## config.mk

```make
export PLATFORM = sky130hd
export DESIGN_NAME = srs_supervisor
export DESIGN_NICKNAME = d
export VERILOG_FILES = /design/src/common/srs_pkg.sv /design/src/hw/srs_supervisor.sv
export SDC_FILE = /design/constraint.sdc
export NUM_CORES = 1
export LEC_CHECK = 0
export ABC_CLOCK_PERIOD_IN_PS = 2100
export BUFFER_PORTS_ARGS = -buffer_cell sky130_fd_sc_hd__clkbuf_2
export CAP_MARGIN = 10
export CORE_MARGIN = 2
export CORE_UTILIZATION = 40
export CTS_CLUSTER_DIAMETER = 50
export DETAILED_ROUTE_END_ITERATION = 12
export PLACE_DENSITY = 0.69
export SETUP_SLACK_MARGIN = 0.3
export SLEW_MARGIN = 20
export SYNTH_ARGS = -nofsm -noshare
export SYNTH_HDL_FRONTEND = slang
export SYNTH_SLANG_ARGS = --single-unit
```

## constraint.sdc

```tcl
create_clock -name ref_clk_i -period 2.1 [get_ports ref_clk_i]
set_input_delay 0.105 -clock ref_clk_i [delete_from_list [all_inputs] [get_ports ref_clk_i]]
set_output_delay 0.105 -clock ref_clk_i [all_outputs]
set_load 0.1 [all_outputs]
```

## src/common/srs_pkg.sv

```systemverilog
// Package for the system reset supervisor: register map, fields, reset values and timing
package srs_pkg;
   // Register byte offsets on the AXI4-Lite bus
   localparam logic [3:0] SRS_MON_CTRL_OFF = 4'h0;   // Supply monitor control and status
   localparam logic [3:0] SRS_CAUSE_OFF    = 4'h4;   // Reset cause register
   localparam logic [3:0] SRS_CORE_OFF     = 4'h8;   // Core state view after reset
   // Monitor control fields
   localparam int SRS_MON_EN_BIT     = 7;
   localparam int SRS_MON_STAT_BIT   = 6;
   localparam int SRS_MON_LVL_BIT    = 5;
   localparam int SRS_MON1_EN_BIT    = 4;
   // Reset cause fields
   localparam int SRS_CAUSE_FLERR_BIT = 6;
   localparam int SRS_CAUSE_SW_BIT    = 4;
   localparam int SRS_CAUSE_MCD_BIT   = 2;
   localparam int SRS_CAUSE_POR_BIT   = 1;
   localparam int SRS_CAUSE_PIN_BIT   = 0;
   // Values after reset
   localparam logic [7:0]  SRS_PORT_LATCH_RST = 8'hFF;
   localparam logic [15:0] SRS_PC_RST         = 16'h0000;
   localparam logic [7:0]  SRS_SP_RST         = 8'h07;
   // Timing
   localparam int SRS_CLK_HZ            = 10_000_000;
   localparam int SRS_MCD_TIMEOUT_US    = 100;
   localparam int SRS_MCD_CYCLES        = SRS_MCD_TIMEOUT_US * (SRS_CLK_HZ / 1_000_000);
   localparam int SRS_POR_DELAY_US      = 100;
   localparam int SRS_POR_DELAY_CYCLES  = SRS_POR_DELAY_US * (SRS_CLK_HZ / 1_000_000);
   localparam int SRS_WDT_DIV           = 12;
   // Supervisor states
   typedef enum logic [2:0] {
      SRS_ST_HOLD  = 3'b001,
      SRS_ST_DELAY = 3'b010,
      SRS_ST_RUN   = 3'b100
   } srs_state_e;
   // Cause codes recorded at entry to reset
   typedef enum logic [2:0] {
      SRS_C_POR = 3'h0, SRS_C_MON = 3'h1, SRS_C_PIN = 3'h2, SRS_C_SW = 3'h3,
      SRS_C_MCD = 3'h4, SRS_C_FLERR = 3'h5
   } srs_cause_e;
endpackage : srs_pkg

```

## src/hw/srs_supervisor.sv

```systemverilog
// System reset supervisor: request collection, reset sequencing, cause flags and register slave
`timescale 1ns/100ps
// Behaviour
// RL1: In reset, halt core, reload registers, force pins known, disable interrupts and timers.
// RL2: Data memory untouched by reset; stack pointer reinitialised.
// RL3: Port latches load all ones open-drain; weak pull-ups stay enabled.
// RL4: Power-on and supply resets drive the reset pin low throughout reset.
// RL5: On exit, program counter zero, internal oscillator selected, fetch from zero.
// RL6: After any reset watchdog enabled, clocked at system clock over twelve.
// RL7: Power-up holds reset until supply good, then waits the power-on delay.
// RL8: Power-on flag set after power-on reset, cleared by every other reset.
// RL9: Power-on reset enables both supply monitors.
// RL10: Supply below threshold drives pin low and holds core until recovered.
// RL11: Primary monitor enable and selection set only by power-on reset, else kept.
// RL12: Level monitor always enabled and active; no write disables it.
// RL13: Flash write or erase without primary monitor high threshold forces reset.
// RL14: Software enables primary monitor, waits, then selects it as source.
// RL15: Supply-monitor reset releases without the power-on delay.
// RL16: Software writes one to the power-on bit in every cause write.
// RL17: Software should select the high monitor threshold early.
// RL18: Writing software reset bit forces reset; bit reads one; pin undriven.
// RL19: Enabled missing-clock detector resets on stuck clock and flags it.
// RL20: Pin reset flag set on exit from external pin reset.
// RL21: Requests merge into one reset, async assert, sync release, latest cause kept; code: only power-on asserts async, cause fixed at entry.
// RL22: Monitor enable, threshold and source select are independent, kept over resets.
module srs_supervisor
   import srs_pkg::*;
#(
   parameter int POR_DELAY_CYCLES = SRS_POR_DELAY_CYCLES,
   parameter int MCD_CYCLES       = SRS_MCD_CYCLES
) (
   input  wire logic        ref_clk_i,
   input  wire logic        rstn_i,         // Analogue power-on detector, low while supply absent
   input  wire logic        supply_ok_i,    // Supply above reset threshold (async)
   input  wire logic        rst_pin_i,      // External reset pin level (async)
   input  wire logic        sys_clk_mon_i,  // Monitored system clock level (async)
   input  wire logic        flash_wr_i,     // Flash write or erase attempt strobe
   input  wire logic [31:0] s_axi_awaddr,
   input  wire logic        s_axi_awvalid,
   output logic             s_axi_awready,
   input  wire logic [31:0] s_axi_wdata,
   input  wire logic [3:0]  s_axi_wstrb,
   input  wire logic        s_axi_wvalid,
   output logic             s_axi_wready,
   output logic [1:0]       s_axi_bresp,
   output logic             s_axi_bvalid,
   input  wire logic        s_axi_bready,
   input  wire logic [31:0] s_axi_araddr,
   input  wire logic        s_axi_arvalid,
   output logic             s_axi_arready,
   output logic [31:0]      s_axi_rdata,
   output logic [1:0]       s_axi_rresp,
   output logic             s_axi_rvalid,
   input  wire logic        s_axi_rready,
   output logic             core_rst_o,       // Core held, interrupts and timers disabled
   output logic             rst_pin_o,        // Reset pin output value (always low)
   output logic             rst_pin_oe_o,     // Low while driving the pin
   output logic [7:0]       port_latch_o,
   output logic             port_od_o,        // Ports in open-drain mode
   output logic             pullup_en_o,
   output logic             sp_reload_o,      // Stack pointer reload strobe level
   output logic [15:0]      pc_start_o,
   output logic             int_osc_sel_o,
   output logic             wdt_en_o,
   output logic             wdt_tick_o        // One-cycle enable at system clock / 12
);
   // Three-flop synchronisers for pin-side inputs; the pin reads high while we drive it, so our
   // own drive can never hold the supervisor in a pin reset
   logic [2:0] sup_sq, pin_sq, clk_sq;
   logic       sup_ok_q, sup_ok_d, pin_low_q, pin_low_d, mclk_q, mclk_d;
   always_ff @(posedge ref_clk_i or negedge rstn_i) begin
      if (!rstn_i) begin
         sup_sq <= 3'h0;
         pin_sq <= 3'h7;
         clk_sq <= 3'h0;
         sup_ok_q  <= 1'b0;
         pin_low_q <= 1'b0;
         mclk_q    <= 1'b0;
      end else begin
         sup_sq <= {sup_sq[1:0], supply_ok_i};
         pin_sq <= {pin_sq[1:0], rst_pin_i || !rst_pin_oe_o};
         clk_sq <= {clk_sq[1:0], sys_clk_mon_i};
         sup_ok_q  <= sup_ok_d;
         pin_low_q <= pin_low_d;
         mclk_q    <= mclk_d;
      end
   end
   // A change counts once the second and third stages agree
   always_comb begin
      sup_ok_d  = (sup_sq[2] == sup_sq[1]) ? sup_sq[2] : sup_ok_q;
      pin_low_d = (pin_sq[2] == pin_sq[1]) ? ~pin_sq[2] : pin_low_q;
      mclk_d    = (clk_sq[2] == clk_sq[1]) ? clk_sq[2] : mclk_q;
   end

   // Control and flag state
   srs_state_e st_q, st_d;
   srs_cause_e cause_q, cause_d;
   logic       mon_en_q, mon_en_d, mon_lvl_q, mon_lvl_d, mon_sel_q, mon_sel_d;
   logic       mcd_en_q, mcd_en_d, sw_req_q, sw_req_d, fl_err_q, fl_err_d;
   logic       drive_pin_q, drive_pin_d, por_pend_q, por_pend_d;
   logic [15:0] dly_q, dly_d;
   logic [15:0] mcd_cnt_q, mcd_cnt_d;
   logic        mclk_prev_q;
   logic [3:0]  wdt_div_q, wdt_div_d;
   logic        mon_fail, mcd_fail, rst_req;
   logic        wr_fire, wr_cause, wr_mon;

   // Missing clock: count cycles without a level change of the monitored clock
   assign mcd_fail = mcd_en_q && (mcd_cnt_q >= MCD_CYCLES[15:0]);  // [RL19]
   // Supply reset ignores primary monitor enable and selection; level monitor always [RL12]
   assign mon_fail = !sup_ok_q;                                     // [RL10] [RL12]
   // Merged request; power-on is the asynchronous reset itself [RL21]
   assign rst_req = mon_fail || pin_low_q || sw_req_q || mcd_fail || fl_err_q;

   always_comb begin
      st_d        = st_q;
      cause_d     = cause_q;
      mon_en_d    = mon_en_q;
      mon_lvl_d   = mon_lvl_q;
      mon_sel_d   = mon_sel_q;
      mcd_en_d    = mcd_en_q;
      sw_req_d    = 1'b0;
      fl_err_d    = fl_err_q;
      drive_pin_d = drive_pin_q;
      por_pend_d  = por_pend_q;
      dly_d       = dly_q;
      mcd_cnt_d   = (mclk_q != mclk_prev_q || st_q != SRS_ST_RUN) ? 16'h0000 : mcd_cnt_q + 16'h0001;
      wdt_div_d   = (wdt_div_q == 4'(SRS_WDT_DIV - 1)) ? 4'h0 : wdt_div_q + 4'h1;
      // Flash write with unsafe monitor setting [RL13]
      if (flash_wr_i && st_q == SRS_ST_RUN && !(mon_en_q && mon_lvl_q)) begin
         fl_err_d = 1'b1;
      end
      // Register writes steer the supervisor
      if (wr_fire && wr_cause && st_q == SRS_ST_RUN) begin
         mon_sel_d = wd_q[SRS_CAUSE_POR_BIT];                        // [RL22]
         mcd_en_d  = wd_q[SRS_CAUSE_MCD_BIT];
         sw_req_d  = wd_q[SRS_CAUSE_SW_BIT];                         // [RL18]
      end
      if (wr_fire && wr_mon && st_q == SRS_ST_RUN) begin
         mon_en_d  = wd_q[SRS_MON_EN_BIT];                           // [RL22]
         mon_lvl_d = wd_q[SRS_MON_LVL_BIT];
      end
      case (st_q)
         SRS_ST_RUN: begin
            if (rst_req) begin
               st_d = SRS_ST_HOLD;
               // Supply resets drive the pin, others leave it undriven [RL4] [RL18]
               drive_pin_d = mon_fail;
               fl_err_d    = fl_err_d && !fl_err_q;  // A fresh attempt in this cycle counts unless fl_err_q is already set
               mcd_en_d    = 1'b0;
               if (mon_fail)       cause_d = SRS_C_MON;
               else if (fl_err_q)  cause_d = SRS_C_FLERR;
               else if (mcd_fail)  cause_d = SRS_C_MCD;
               else if (sw_req_q)  cause_d = SRS_C_SW;
               else                cause_d = SRS_C_PIN;
            end
         end
         SRS_ST_HOLD: begin
            dly_d = 16'h0000;
            if (!mon_fail && !pin_low_q) begin
               // Only the power-up path waits the release delay [RL7] [RL15]
               st_d = por_pend_q ? SRS_ST_DELAY : SRS_ST_RUN;
               drive_pin_d = por_pend_q;
            end else if (mon_fail) begin
               drive_pin_d = 1'b1;                                   // [RL10]
            end
         end
         SRS_ST_DELAY: begin
            dly_d = dly_q + 16'h0001;
            if (mon_fail) begin
               st_d = SRS_ST_HOLD;
            end else if (dly_q >= 16'(POR_DELAY_CYCLES - 1)) begin   // [RL7]
               st_d        = SRS_ST_RUN;
               por_pend_d  = 1'b0;
               drive_pin_d = 1'b0;
            end
         end
         default: st_d = SRS_ST_HOLD;
      endcase
   end

   // Power-on values: both monitors enabled and selected, power-on cause [RL9] [RL11]
   always_ff @(posedge ref_clk_i or negedge rstn_i) begin
      if (!rstn_i) begin
         st_q        <= SRS_ST_HOLD;
         cause_q     <= SRS_C_POR;                                   // [RL8]
         mon_en_q    <= 1'b1;
         mon_lvl_q   <= 1'b0;
         mon_sel_q   <= 1'b1;
         mcd_en_q    <= 1'b0;
         sw_req_q    <= 1'b0;
         fl_err_q    <= 1'b0;
         drive_pin_q <= 1'b1;                                        // [RL4]
         por_pend_q  <= 1'b1;
         dly_q       <= 16'h0000;
         mcd_cnt_q   <= 16'h0000;
         mclk_prev_q <= 1'b0;
         wdt_div_q   <= 4'h0;
      end else begin
         st_q        <= st_d;
         cause_q     <= cause_d;
         mon_en_q    <= mon_en_d;
         mon_lvl_q   <= mon_lvl_d;
         mon_sel_q   <= mon_sel_d;
         mcd_en_q    <= mcd_en_d;
         sw_req_q    <= sw_req_d;
         fl_err_q    <= fl_err_d;
         drive_pin_q <= drive_pin_d;
         por_pend_q  <= por_pend_d;
         dly_q       <= dly_d;
         mcd_cnt_q   <= mcd_cnt_d;
         mclk_prev_q <= mclk_q;
         wdt_div_q   <= wdt_div_d;
      end
   end

   // Core-facing outputs, registered; memory is never touched here [RL2]
   logic in_rst;
   assign in_rst = (st_d != SRS_ST_RUN);
   always_ff @(posedge ref_clk_i or negedge rstn_i) begin
      if (!rstn_i) begin
         core_rst_o    <= 1'b1;
         rst_pin_oe_o  <= 1'b0;
         sp_reload_o   <= 1'b1;
         wdt_tick_o    <= 1'b0;
      end else begin
         core_rst_o    <= in_rst;                                    // [RL1] [RL21]
         rst_pin_oe_o  <= !drive_pin_d;                              // [RL4]
         sp_reload_o   <= in_rst;                                    // [RL2]
         wdt_tick_o    <= !in_rst && (wdt_div_q == 4'h0);            // [RL6]
      end
   end
   // Constant outputs still from flops, per house style
   always_ff @(posedge ref_clk_i or negedge rstn_i) begin
      if (!rstn_i) begin
         rst_pin_o     <= 1'b0;
         port_latch_o  <= SRS_PORT_LATCH_RST;                        // [RL3]
         port_od_o     <= 1'b1;
         pullup_en_o   <= 1'b1;
         pc_start_o    <= SRS_PC_RST;                                // [RL5]
         int_osc_sel_o <= 1'b1;
         wdt_en_o      <= 1'b1;
      end else begin
         rst_pin_o     <= 1'b0;
         port_latch_o  <= SRS_PORT_LATCH_RST;
         port_od_o     <= 1'b1;
         pullup_en_o   <= 1'b1;
         pc_start_o    <= SRS_PC_RST;
         int_osc_sel_o <= 1'b1;
         wdt_en_o      <= 1'b1;                                      // [RL6]
      end
   end

   // AXI4-Lite slave: write taken when address and data both present
   logic aw_q, w_q;
   logic [3:0] awa_q;
   logic [31:0] wd_q;
   assign wr_fire  = aw_q && w_q && !s_axi_bvalid;
   assign wr_cause = (awa_q == SRS_CAUSE_OFF);
   assign wr_mon   = (awa_q == SRS_MON_CTRL_OFF);
   logic [31:0] rd_val;
   logic [7:0]  cause_bits;
   always_comb begin
      cause_bits = 8'h80;
      case (cause_q)
         SRS_C_POR:   cause_bits[SRS_CAUSE_POR_BIT] = 1'b1;          // [RL8]
         SRS_C_PIN:   cause_bits[SRS_CAUSE_PIN_BIT] = 1'b1;          // [RL20]
         SRS_C_SW:    cause_bits[SRS_CAUSE_SW_BIT]  = 1'b1;          // [RL18]
         SRS_C_MCD:   cause_bits[SRS_CAUSE_MCD_BIT] = 1'b1;          // [RL19]
         SRS_C_FLERR: cause_bits[SRS_CAUSE_FLERR_BIT] = 1'b1;
         default:     cause_bits = 8'h80;
      endcase
      case (s_axi_araddr[3:0])
         SRS_MON_CTRL_OFF: rd_val = {24'h0, mon_en_q, sup_ok_q, mon_lvl_q, 1'b1, 4'h0};
         SRS_CAUSE_OFF:    rd_val = {24'h0, cause_bits};
         SRS_CORE_OFF:     rd_val = {30'h0, mon_sel_q, mcd_en_q};
         default:          rd_val = 32'h0000_0000;
      endcase
   end
   always_ff @(posedge ref_clk_i or negedge rstn_i) begin
      if (!rstn_i) begin
         aw_q <= 1'b0;
         w_q  <= 1'b0;
         awa_q <= 4'h0;
         wd_q <= 32'h0;
         s_axi_awready <= 1'b0;
         s_axi_wready  <= 1'b0;
         s_axi_bvalid  <= 1'b0;
         s_axi_bresp   <= 2'h0;
         s_axi_arready <= 1'b0;
         s_axi_rvalid  <= 1'b0;
         s_axi_rdata   <= 32'h0;
         s_axi_rresp   <= 2'h0;
      end else begin
         s_axi_awready <= !aw_q && s_axi_awvalid && !s_axi_awready;
         s_axi_wready  <= !w_q && s_axi_wvalid && !s_axi_wready;
         if (s_axi_awvalid && s_axi_awready) begin
            aw_q <= 1'b1;
            awa_q <= s_axi_awaddr[3:0];
         end
         if (s_axi_wvalid && s_axi_wready) begin
            w_q <= 1'b1;
            wd_q <= s_axi_wdata;
         end
         if (wr_fire) begin
            aw_q <= 1'b0;
            w_q  <= 1'b0;
            s_axi_bvalid <= 1'b1;
            s_axi_bresp  <= (wr_cause || wr_mon) ? 2'h0 : 2'h2;
         end else if (s_axi_bready) begin
            s_axi_bvalid <= 1'b0;
         end
         s_axi_arready <= s_axi_arvalid && !s_axi_arready && !s_axi_rvalid;
         if (s_axi_arvalid && s_axi_arready) begin
            s_axi_rvalid <= 1'b1;
            s_axi_rdata  <= rd_val;
            s_axi_rresp  <= (s_axi_araddr[3:0] <= SRS_CORE_OFF && s_axi_araddr[1:0] == 2'h0) ? 2'h0 : 2'h2;
         end else if (s_axi_rready) begin
            s_axi_rvalid <= 1'b0;
         end
      end
   end
endmodule : srs_supervisor

```

==> out/metrics.cfg <==
[synth]
synthXorXnorAreaFrac_pct = 2.13
ys_ff_latch = 91
synth_warnings = 0
avgSynthCellArea_um2 = 10.4
synth_top_family_by_area = simple AND/OR/NAND/NOR gates
ys_async_sr_fraction_pct = 100
synthFlopType = dfrtp_1
synth_edf_count = 0
yosysMostFrequentCell = dfrtp_1
muxShareOfSynthArea_pct = 5.86
synthTopCellsByArea = dfrtp_1 45%, buf_4 9.8%, dfstp_2 5.2%
synth_top_area_share_pct = 45.3
syn_area_mm2 = 0.00453
synth_compound_area_share_pct = 9.37
yosysSeqAreaShare_pct = 50.5
synth_fa_ha_area_share_pct = 1.82
synthDistinctLibCells = 59
synthCells = 434
synthTopCellsByCount = 82 x dfrtp_1, 59 x buf_4, 43 x nand2_1
synth_simple_gate_area_share_pct = 17.9
synth_top_cell_by_area = dfrtp_1

[clock_tree]
clock_path_buffers = 2
clock_latency_ps = 340
clk_pin_slew_worst_paths_ps = 60
cts_htree_levels = 3
cts.sinks = 91
cts_made_buffers = 9
ctsRootBufferMaster = clkbuf_16
cts_tree = built

[setup_path]
worst_r2r_endpoint = st_q[2]
cp_top_family = compound AO/OA/AOI/OAI gates
cp-start-kind = register
reg2reg_slack_ps = 390
worstSetupEndpointType = register
cp_cell_sequence = ha_2 > a211oi_2 > nor3_1 > o21ba_2 > or3_1
startpoint = dly_q[0]
r2r-start = dly_q[0]
cp_slowest_cell = dfrtp_1
critPathMaxStageDelay_ps = 420
reg2reg_depth = 5
cp_num_cells = 5
required_ps = 2320
worstPathArrival_ps = 1930
cp_num_buf_inv = 0
critPathCapture = st_q[2]
path_max_fanout = 5
worst-setup-path-type = register to register

[route]
drt_first_pass_iters = 4
route.detailed.drc = 0
ant_nets = 0
drt-initial-drc-count = 142
drt_wl_total_mm = 8.14
vias = 3146
routed_via_density = 4.96
post_drt_wl_per_cell_um = 12.8

[global_route]
antenna_found_initial = 0
grt_start_max_net_pins = 56
grt_pass1_vias = 2937
grt_overflow = 0
track_usage_pct = 14.1
grt_pass1_wl_mm = 13.4

[timing]
finalMaxSlewViolations = 0
period_needed_ps = 1710
hold_viol_final = 0
maxSlewHeadroom_pct = 63.9
fmax_ghz = 0.583
min_period_over_period_pct = 81.7
tns_ps = 0
fin_skew_ps = 5.98
finalSetupViolCount = 0
worst_pin_slew_ps = 543
rsz0062_at_grt = false

[floorplan]
die_x_um = 110
dieArea_mm2 = 0.0122
rows = 38
core-area_mm2 = 0.0109
die_y_um = 110
initial_utilization_pct = 41.4
ios = 185

[cells_and_area]
antenna_cells = 0
stdcell_count = 634
nets = 605
area_delta_synth_final_pct = 12.7
drive_gt1_share_pct = 20.0

[min_path]
min_path_type = primary input to register

[run_status]
status = finished clean

[pwr]
power_density_mw_per_mm2 = 1120
ir_drop_mv = 0.958
p_leak_nw = 2.44

[placement]
dp_cells = 605
port_buffers = 41
dpl.hpwl_mm = 5.74
globalplace.congestion = 0.744

[job]
maxCapViolations = 0

## power breakdown
part / leakage (nW) / total (mW) / switching (mW) / internal (mW)
logic: 1.14 / 1.81 / 1.42 / 0.383
clock network: 0.135 / 1.58 / 0.657 / 0.921
registers: 1.16 / 2.31 / 0.233 / 2.07
## registers in the layout, indices dropped and copies added, names as in the netlist, 4 cells and up
signal	flops
wd_q	5
wdt_div_q	4
mcd_cnt_q	16
s_axi_rdata	7
dly_q	16
awa_q	4
## worst min path at each step
stage | startpoint | endpoint | slack, ps | cells after the start
after floorplan | rstn_i | aw_q | -190 | 0
after global placement | rstn_i | wd_q[7] | 90 | 1
after detailed placement | rstn_i | s_axi_rdata[7] | 100 | 1
after CTS | s_axi_wdata[2] | wd_q[2] | 2 | 2
after global routing | s_axi_awaddr[1] | awa_q[1] | 10 | 2
final | s_axi_wdata[2] | wd_q[2] | 10 | 2
## worst register-to-register path: stages (launching register included)
cell	delay, ps
dfrtp_1	420
ha_2	240
a211oi_2	270
nor3_1	120
o21ba_2	240
or3_1	300
## cells in the final DEF (no fill, tap or decap), drive strengths merged, types with 2 or more instances in the layout
cell type / netlist / routed
dfrtp: 82 / 82
conb: 2 / 56
clkbuf: 8 / 50
nand2: 43 / 43
nor2: 26 / 26
nand3: 20 / 20
o21ai: 19 / 19
inv: 15 / 15
mux2i: 13 / 13
a21oi: 13 / 13
mux2: 12 / 12
dlygate4sd3: 0 / 10
xor2: 9 / 9
dfstp: 9 / 9
nor3: 9 / 9
buf: 61 / 9
nand4: 8 / 8
and3: 7 / 7
nor3b: 6 / 6
o31ai: 5 / 5
ha: 5 / 5
nand2b: 4 / 4
nor2b: 4 / 4
or4: 4 / 4
or3: 4 / 4
a31oi: 3 / 3
a21o: 3 / 3
and4: 3 / 3
clkinvlp: 0 / 3
nor4: 3 / 3
o211ai: 2 / 2
and2: 2 / 2
xnor2: 2 / 2
or3b: 2 / 2
maj3: 2 / 2
a21boi: 2 / 2
nand3b: 2 / 2
a32oi: 2 / 2
a211oi: 2 / 2
clkinv: 0 / 2
## logic make-up (layout without fill, tap and decap cells)
kind of cell,count (synthesis),in the layout
xor gates and xnor gates,11,11
adders and majority gates,7,7
and+or+nand+nor,149,149
muxes,25,25
other,2,56
buffers and inverters,84,90
DFF,91,91
AOI/OAI and AO/OA,65,65
## repair_timing
item | CTS | global route
setup endpoints to repair | 10 | 7
resized for setup | 2 | 4
hold endpoints to repair | 45 | 0
setup buffers | 0 | 3
pin swaps | 0 | 1
hold buffers | 10 | 0
## layout make-up
cell class	count	area (µm²)
Fill cell	1024	5830
Sequential cell	91	2290
Multi-Input combinational cell	313	1910
Timing Repair Buffer	59	380
Clock buffer	10	229
Tap cell	140	175
Clock inverter	6	66.3
Inverter	15	56.3
## through the flow
| step | utilization [%] | total power [mW] | instance area, µm² | hold slack [ps] | worst slack [ps] |
|---|---|---|---|---|---|
| global placement | 42.7 | 4.07 | 4670 | 90.2 | 272 |
| finish | 46.7 | 5.69 | 5100 | 11.4 | 385 |
| detailed placement | 42.7 | 4.13 | 4670 | 103 | 229 |
| global route | 46.7 | 5.95 | 5100 | 12.4 | 292 |
| floorplan | - | 3.91 | 4730 | -191 | 337 |
| CTS | 46.4 | 5.73 | 5070 | 1.67 | 309 |
## routing by layer
layer  wire, µm  global-route usage [%]
met1       3570                    17.5
met2       4090                    24.3
met3        327                    2.23
met4        150                    6.16
met5          0                       0
No activity file was read; power rests on OpenSTA's default activity.
